[src/logic/vpiu_pkg.sv]
// constants and carrier types of the vectored priority interrupt unit
package vpiu_pkg;

	// ------------------------------------------------------------
	// sizes
	// ------------------------------------------------------------
	localparam int NUM_SRC = 11;
	localparam int VEC_W   = 10;
	localparam int IDX_W   = 4;

	// ------------------------------------------------------------
	// program-memory vector addresses, one word each
	// ------------------------------------------------------------
	localparam logic [VEC_W-1:0] VEC_RESET     = 10'h000;
	localparam logic [VEC_W-1:0] VEC_EXT0      = 10'h001;
	localparam logic [VEC_W-1:0] VEC_PIN_CHG   = 10'h002;
	localparam logic [VEC_W-1:0] VEC_TB_CMP_A  = 10'h003;
	localparam logic [VEC_W-1:0] VEC_TB_CMP_B  = 10'h004;
	localparam logic [VEC_W-1:0] VEC_TB_OVF    = 10'h005;
	localparam logic [VEC_W-1:0] VEC_TA_OVF    = 10'h006;
	localparam logic [VEC_W-1:0] VEC_SER_START = 10'h007;
	localparam logic [VEC_W-1:0] VEC_SER_OVF   = 10'h008;
	localparam logic [VEC_W-1:0] VEC_NVM_RDY   = 10'h009;
	localparam logic [VEC_W-1:0] VEC_COMP      = 10'h00A;
	localparam logic [VEC_W-1:0] VEC_CONV_DONE = 10'h00B;

	// ------------------------------------------------------------
	// source index 0 is the highest priority interrupt source
	// ------------------------------------------------------------
	localparam logic [IDX_W-1:0] IDX_EXT0      = 4'h0;
	localparam logic [IDX_W-1:0] IDX_CONV_DONE = 4'hA;

	// reset values
	localparam logic [NUM_SRC-1:0] PEND_RST = 11'h000;

	// state machine, gray along idle -> offer -> taken
	typedef enum logic [1:0]
	{
		ST_IDLE  = 2'h0,
		ST_OFFER = 2'h1,
		ST_TAKEN = 2'h3,
		ST_RESET = 2'h2
	} vpiu_state_e;

	// one bit per source, msb first is lowest priority
	typedef struct packed
	{
		logic conv_done_req;
		logic comparator_req;
		logic nvm_ready_req;
		logic serial_overflow_req;
		logic serial_start_req;
		logic timer_a_overflow_req;
		logic timer_b_overflow_req;
		logic timer_b_compare_b_req;
		logic timer_b_compare_a_req;
		logic pin_change_req;
		logic external_request_zero;
	} vpiu_src_s;

	// answer towards the core
	typedef struct packed
	{
		logic             reset_entry;
		logic             irq_valid;
		logic [VEC_W-1:0] vector;
	} vpiu_core_s;

endpackage

[src/logic/vpiu_prio_enc.sv]
// fixed priority encoder, lowest index wins
`timescale 1ns/1ns

module vpiu_prio_enc
#(
	parameter int N = vpiu_pkg::NUM_SRC,
	parameter int W = vpiu_pkg::IDX_W
)
(
	input  wire logic [N-1:0] req,
	output logic              found,
	output logic [W-1:0]      index
);

	// ------------------------------------------------------------
	// scan from the lowest priority upward so index 0 wins last
	// ------------------------------------------------------------
	always_comb
	begin
		found = 1'b0;
		index = '0;
		for (int i = N - 1; i >= 0; i--)
		begin
			if (req[i])
			begin
				found = 1'b1;
				index = W'(i);
			end
		end
	end

endmodule

[src/logic/vpiu_top.sv]
// vectored priority interrupt unit: pending flags, masking, priority, vector output
`timescale 1ns/1ns

// Functional notes
// RULE_01 - eleven interrupt sources plus reset, each with its own vector
// RULE_02 - a source is taken only with its enable and global enable set
// RULE_03 - vectors occupy the lowest program words, one word each
// RULE_04 - among enabled pending requests the lowest vector address is served first
// RULE_05 - reset ranks highest, external request zero next, then the others
// RULE_06 - reset pin and watchdog reset both start at address 000
// RULE_07 - external request zero vectors to address 001
// RULE_08 - pin change request vectors to address 002
// RULE_09 - second timer compare a 003, compare b 004, overflow 005
// RULE_10 - first timer overflow vectors to address 006
// RULE_11 - serial start vectors to 007, serial overflow to 008
// RULE_12 - nonvolatile memory ready vectors to address 009
// RULE_13 - comparator request vectors to address 00A
// RULE_14 - conversion complete vectors to 00B, lowest priority
// RULE_15 - a masked pending request stays pending until enabled
module vpiu_top
(
	input  wire logic                         clk,
	input  wire logic                         sys_rst,
	input  wire logic                         reset_pin_n,
	input  wire logic                         watchdog_reset,
	input  wire logic                         ext0_pin,
	input  wire logic                         ext0_level_mode,
	input  wire logic                         pin_change_pin,
	input  wire vpiu_pkg::vpiu_src_s          periph_req,
	input  wire vpiu_pkg::vpiu_src_s          src_enable,
	input  wire logic                         global_enable,
	input  wire logic                         core_take,
	output vpiu_pkg::vpiu_core_s              core_out,
	output logic [vpiu_pkg::NUM_SRC-1:0]      pending_out
);

	// ------------------------------------------------------------
	// vector address of a source index
	// ------------------------------------------------------------
	function automatic logic [vpiu_pkg::VEC_W-1:0] vec_of
	(
		input logic [vpiu_pkg::IDX_W-1:0] idx
	);
		// one consecutive word above the reset word per source
		vec_of = vpiu_pkg::VEC_EXT0 + vpiu_pkg::VEC_W'(idx); // [RULE_03] [RULE_07] [RULE_14]
	endfunction

	// ------------------------------------------------------------
	// pin synchronisers
	// ------------------------------------------------------------
	logic [2:0] sync1_reg;
	logic [2:0] sync1_next;
	logic [2:0] sync2_reg;
	logic [2:0] sync2_next;
	logic       ext0_prev_reg;
	logic       ext0_prev_next;
	logic       pchg_prev_reg;
	logic       pchg_prev_next;

	// first stage feeds only the second stage
	always_comb
	begin
		sync1_next     = {reset_pin_n, ext0_pin, pin_change_pin};
		sync2_next     = sync1_reg;
		ext0_prev_next = sync2_reg[1];
		pchg_prev_next = sync2_reg[0];
	end

	always_ff @(posedge clk)
	begin
		if (sys_rst)
		begin
			sync1_reg     <= 3'h4;
			sync2_reg     <= 3'h4;
			ext0_prev_reg <= 1'b0;
			pchg_prev_reg <= 1'b0;
		end
		else
		begin
			sync1_reg     <= sync1_next;
			sync2_reg     <= sync2_next;
			ext0_prev_reg <= ext0_prev_next;
			pchg_prev_reg <= pchg_prev_next;
		end
	end

	// ------------------------------------------------------------
	// request events
	// ------------------------------------------------------------
	logic                          pin_rst_n_s;
	logic                          ext0_s;
	logic                          reset_event;
	logic                          ext0_edge;
	logic                          pchg_edge;
	logic [vpiu_pkg::NUM_SRC-1:0]  set_vec;
	logic [vpiu_pkg::NUM_SRC-1:0]  enable_vec;

	// reset pin low or watchdog both mean a reset entry
	assign pin_rst_n_s = sync2_reg[2];
	assign ext0_s      = sync2_reg[1];
	assign reset_event = ~pin_rst_n_s | watchdog_reset; // [RULE_06]
	assign ext0_edge   = ext0_s & ~ext0_prev_reg;
	assign pchg_edge   = sync2_reg[0] ^ pchg_prev_reg;

	// peripheral pulses plus pin events, one bit per source
	always_comb
	begin
		set_vec = periph_req; // [RULE_01]
		set_vec[vpiu_pkg::IDX_EXT0] = ext0_edge;
		set_vec[vpiu_pkg::IDX_EXT0 + 4'h1] = pchg_edge;
	end

	// individual enable and global enable together
	assign enable_vec = src_enable & {vpiu_pkg::NUM_SRC{global_enable}}; // [RULE_02]

	// ------------------------------------------------------------
	// pending flags
	// ------------------------------------------------------------
	logic [vpiu_pkg::NUM_SRC-1:0]  pend_reg;
	logic [vpiu_pkg::NUM_SRC-1:0]  pend_next;
	logic [vpiu_pkg::NUM_SRC-1:0]  clr_vec;
	logic [vpiu_pkg::NUM_SRC-1:0]  pend_eff;
	logic [vpiu_pkg::NUM_SRC-1:0]  cand;
	logic                          cand_found;
	logic [vpiu_pkg::IDX_W-1:0]    cand_idx;
	logic [vpiu_pkg::IDX_W-1:0]    sel_reg;
	logic [vpiu_pkg::IDX_W-1:0]    sel_next;
	vpiu_pkg::vpiu_state_e         state_reg;
	vpiu_pkg::vpiu_state_e         state_next;

	// taken source is cleared, a new event in that cycle wins
	always_comb
	begin
		clr_vec = '0;
		if (state_reg == vpiu_pkg::ST_OFFER && core_take)
		begin
			clr_vec[sel_reg] = 1'b1;
		end
		pend_next = (pend_reg & ~clr_vec) | set_vec; // [RULE_15]
		if (reset_event)
		begin
			pend_next = vpiu_pkg::PEND_RST;
		end
	end

	// level mode: external request zero is seen only while the pin is high
	always_comb
	begin
		pend_eff = pend_reg;
		if (ext0_level_mode)
		begin
			pend_eff[vpiu_pkg::IDX_EXT0] = ext0_s;
		end
	end

	// masked requests stay in pend_reg and are merely not offered
	assign cand = pend_eff & enable_vec; // [RULE_02] [RULE_15]

	// lowest index is lowest vector address, served first
	vpiu_prio_enc
	#(
		.N (vpiu_pkg::NUM_SRC),
		.W (vpiu_pkg::IDX_W)
	)
	u_prio
	(
		.req   (cand),
		.found (cand_found),
		.index (cand_idx)
	); // [RULE_04] [RULE_05]

	always_ff @(posedge clk)
	begin
		if (sys_rst)
		begin
			pend_reg <= vpiu_pkg::PEND_RST;
		end
		else
		begin
			pend_reg <= pend_next;
		end
	end

	// ------------------------------------------------------------
	// offer state machine and core answer
	// ------------------------------------------------------------
	vpiu_pkg::vpiu_core_s core_next;

	// reset overrides everything, then the best pending source is offered
	always_comb
	begin
		state_next = state_reg;
		sel_next   = sel_reg;
		core_next  = core_out;
		case (state_reg)
			vpiu_pkg::ST_IDLE:
			begin
				core_next.reset_entry = 1'b0;
				if (cand_found)
				begin
					state_next          = vpiu_pkg::ST_OFFER;
					sel_next            = cand_idx;
					core_next.irq_valid = 1'b1;
					core_next.vector    = vec_of(cand_idx); // [RULE_07] [RULE_08] [RULE_09]
				end
			end
			vpiu_pkg::ST_OFFER:
			begin
				if (core_take)
				begin
					state_next          = vpiu_pkg::ST_TAKEN;
					core_next.irq_valid = 1'b0;
				end
				else if (!cand_found)
				begin
					state_next          = vpiu_pkg::ST_IDLE;
					core_next.irq_valid = 1'b0;
				end
				else
				begin
					sel_next         = cand_idx; // [RULE_04]
					core_next.vector = vec_of(cand_idx); // [RULE_10] [RULE_11] [RULE_12] [RULE_13]
				end
			end
			vpiu_pkg::ST_TAKEN:
			begin
				state_next = vpiu_pkg::ST_IDLE;
			end
			vpiu_pkg::ST_RESET:
			begin
				if (!reset_event)
				begin
					state_next            = vpiu_pkg::ST_IDLE;
					core_next.reset_entry = 1'b0;
				end
			end
			default:
			begin
				state_next = vpiu_pkg::ST_IDLE;
			end
		endcase
		if (reset_event)
		begin
			state_next            = vpiu_pkg::ST_RESET; // [RULE_05]
			sel_next              = vpiu_pkg::IDX_EXT0;
			core_next.reset_entry = 1'b1;
			core_next.irq_valid   = 1'b0;
			core_next.vector      = vpiu_pkg::VEC_RESET; // [RULE_06]
		end
	end

	always_ff @(posedge clk)
	begin
		if (sys_rst)
		begin
			state_reg   <= vpiu_pkg::ST_IDLE;
			sel_reg     <= vpiu_pkg::IDX_EXT0;
			core_out    <= '{reset_entry: 1'b0, irq_valid: 1'b0, vector: vpiu_pkg::VEC_RESET};
			pending_out <= vpiu_pkg::PEND_RST;
		end
		else
		begin
			state_reg   <= state_next;
			sel_reg     <= sel_next;
			core_out    <= core_next;
			pending_out <= pend_next;
		end
	end

endmodule
[config.mk]
export PLATFORM = sky130hd
export DESIGN_NAME = vpiu_top
export DESIGN_NICKNAME = d
export VERILOG_FILES = /design/src/logic/vpiu_pkg.sv /design/src/logic/vpiu_prio_enc.sv /design/src/logic/vpiu_top.sv
export SDC_FILE = /design/constraint.sdc
export NUM_CORES = 1
export LEC_CHECK = 0
export ABC_AREA = 0
export BUFFER_PORTS_ARGS = -buffer_cell sky130_fd_sc_hd__clkbuf_2
export CAP_MARGIN = 20
export CORE_ASPECT_RATIO = 1.2
export CORE_UTILIZATION = 50
export CTS_BUF_LIST = sky130_fd_sc_hd__clkbuf_4
export CTS_CLUSTER_DIAMETER = 100
export CTS_CLUSTER_SIZE = 28
export DETAILED_ROUTE_END_ITERATION = 8
export GPL_ROUTABILITY_DRIVEN = 1
export PLACE_DENSITY = 0.79
export SLEW_MARGIN = 10
export SYNTH_ARGS = -nofsm -noshare
export SYNTH_HDL_FRONTEND = slang
export SYNTH_SLANG_ARGS = --single-unit
[constraint.sdc]
create_clock -name clk -period 2.45 [get_ports clk]
set_input_delay 0.3675 -clock clk [delete_from_list [all_inputs] [get_ports clk]]
set_output_delay 0.3675 -clock clk [all_outputs]
set_load 0.02 [all_outputs]
==> impl_metrics.yaml <==
sta:
  timing.final.setup_violations: 0
  period_needed_ns: 1.73
  fin_setup_tns_ns: 0
  fmax_mhz: 579
  final_hold_viol_count: 0
  fin_ws_ns: 0.722
  fin_skew_ns: 0.0167
  grt_setup_unrepaired: "false"
  report.final.slew_viol_count: 0
  period_share: 0.705
global_route:
  grt_max_degree: 13
  gr-total-overflow: 0
  track_usage: 0.235
  grt_pass1_vias: 1241
  antenna_found_initial: 0
  grt_pass1_wl_um: 5200
yosys:
  synth-seq-cells: 32
  yosys.cell_types.count: 39
  synth_edf_count: 0
  netlist_area_mm2: 0.00145
  async_flop_share: 0
  synthCells: 168
  synth_top_flop_cell: "dfxtp_1"
  yosysSeqAreaShare: 0.443
  avgSynthCellArea_um2: 8.62
  ys_warn_count: 0
setup_path:
  worstSetupPathDepth: 8
  r2r_cells: 8
  crit_required_ns: 2.67
  crit_buf_inv: 0
  worstSetupPathType: "register to register"
  end_kind: "register"
  cp_top_family: "compound AO/OA/AOI/OAI gates"
  critPathMaxStageDelay_ns: 0.39
  cp_slowest_cell: "dfxtp_1"
  worstPathArrival_ns: 1.95
  crit_chain: "nand2_1, a32o_1, a21oi_1, and2_1, ha_1, o2111ai_1, o21ai_0, a21oi_1"
  cp_common_cell: "a21oi_1"
  reg2reg_setup_slack_ns: 0.72
  startpoint_type: "register"
  cp_max_fo: 4
clocking:
  cts_tree: "built"
  ctsHtreeMaxLevel: 2
  clk_latency_ns: 0.34
  clk_path_buf_depth: 2
  cts_hold_buf: 0
  post_cts_resized: 0
  cts_root_buf: "clkbuf_4"
  cts_sinks: 32
  clkTransAtPathRegs_ns: 0.10
  numCtsBuffers: 5
  post_cts_buffers: 0
final_layout:
  fill_cells: 246
  syn2layout_area_growth_pct: 22.6
  multiInputGateArea_um2: 739
  diodes: 0
  regArea_um2: 641
  drive_gt1_frac: 0.301
  final_nets: 250
  largest_reg_flops: 11
  fin_util: 0.643
hold_path:
  hold_path.class: "primary input to register"
  min_delay_path_depth: 2
detailed_routing:
  routed_via_density: 5.49
  drtIter0Drc: 46
  vias: 1390
  dr.max_layer_used: "met4"
  firstDrtPassIters: 4
  m1WireLength_um: 1330
  ant_nets: 0
  wl_per_cell_um: 13.1
  drt-total-wl_um: 3310
  met3_wirelength_um: 248
  drc: 0
  wl_met2_um: 1590
floorplan:
  rows: 21
  core_area_mm2: 0.00276
  initial_core_util: 0.525
  fp.dieW_um: 51.1
  dieArea_mm2: 0.00312
  die_h_um: 60.9
  io_pins: 54
placement:
  place_ws_ns: 0.554
  gp_congestion: 0.765
  dp_hpwl_um: 2580
  io_buffers: 46
outcome:
  status: "completed"
pwr:
  p_leak_nw: 0.769
  power.density_mw_per_mm2: 627
  power_mw: 1.11
  peakVddDrop_mv: 0.596
job:
  cap_viol_max_count: 0
## routing by layer
| metal | up-vias | global-route usage |
|---|---|---|
| met2 | 69 | 0.415 |
| met4 | 0 | 0.159 |
| met5 | - | 0 |
| met1 | 617 | 0.234 |
| li1 | 693 | - |
| met3 | 11 | 0.0802 |
## logic make-up after synthesis
group | after synthesis | share of synthesized area
fa+ha+maj | 1 | 0.00864
buf+inv | 17 | 0.0570
simple gates | 51 | 0.178
flops | 32 | 0.443
xor+xnor | 1 | 0.00605
compound gates | 64 | 0.298
mux | 1 | 0.00691
other cells | 1 | 0.00259
## power breakdown
part / total (mW) / switching [mW] / internal (mW)
clock: 0.401 / 0.177 / 0.225
combinational: 0.153 / 0.0910 / 0.0624
sequential: 0.557 / 0.0173 / 0.540
## cell type report
type,count,share of cell area
clock inverters,2,0.0197
flip-flops and latches,32,0.361
clock buffers,6,0.0254
well taps,34,0.0240
multi-input cells,123,0.417
repair buffers,47,0.134
inverters,9,0.0190
## Yosys cell counts, types with 2 or more instances
| library cell | number | share of area |
|---|---|---|
| inv_1 | 9 | 0.023 |
| nand2b_1 | 4 | 0.017 |
| nand3_1 | 3 | 0.010 |
| dfxtp_1 | 32 | 0.44 |
| nand4_1 | 4 | 0.017 |
| a21oi_1 | 25 | 0.086 |
| buf_4 | 5 | 0.026 |
| a22oi_1 | 2 | 0.010 |
| and2_1 | 2 | 0.0086 |
| a21oi_2 | 2 | 0.012 |
| or2_2 | 3 | 0.013 |
| a22o_1 | 2 | 0.012 |
| nor2b_1 | 9 | 0.039 |
| nand2_1 | 15 | 0.039 |
| o2111ai_1 | 2 | 0.012 |
| nor2_1 | 9 | 0.023 |
| o21a_1 | 2 | 0.010 |
| o21ai_0 | 15 | 0.052 |
| clkbuf_1 | 3 | 0.0078 |
## through the flow
| stage | instance area [um2] | instances | hold slack [ns] |
|---|---|---|---|
| 3_3_place_gp | 1690 | 245 | 0.398 |
| 5_1_grt | 1770 | 253 | 0.186 |
| 2_1_floorplan | 1460 | 172 | 0.389 |
| 6_report | 1770 | 253 | 0.216 |
| 3_5_place_dp | 1690 | 245 | 0.403 |
| 4_1_cts | 1770 | 253 | 0.199 |
## path summary, 6_finish.rpt
path / startpoint / endpoint
setup reg to reg: pending_out[3] / core_out[2]
hold reg to reg: sync1_reg[2] / sync2_reg[2]
hold / removal: reset_pin_n / sync1_reg[2]
setup / recovery: pending_out[3] / core_out[2]
## placed cells by master, fill, tap and decap left out, drive strengths merged
cell,synthesis,routed
nand4,4,4
a21bo,1,1
a32o,1,1
buf,5,1
or2,3,3
a22oi,2,2
nand3b,1,1
o221a,1,1
clkbuf,3,52
o2111ai,2,2
and2,2,2
nand3,3,3
dfxtp,32,32
conb,1,5
a21boi,1,1
a32oi,1,1
ha,1,1
nor2,9,9
nand2b,4,4
o21ai,15,15
nand2,15,15
o21bai,1,1
xnor2,1,1
inv,9,9
a21oi,27,27
and3,1,1
o41ai,1,1
mux2i,1,1
nor2b,9,9
a41o,1,1
bufinv,0,1
a31oi,1,1
a22o,2,2
o221ai,1,1
a211oi,1,1
a222oi,1,1
o211ai,1,1
a311oi,1,1
clkinv,0,1
o21a,2,2
(Power assumes the default switching activity.)
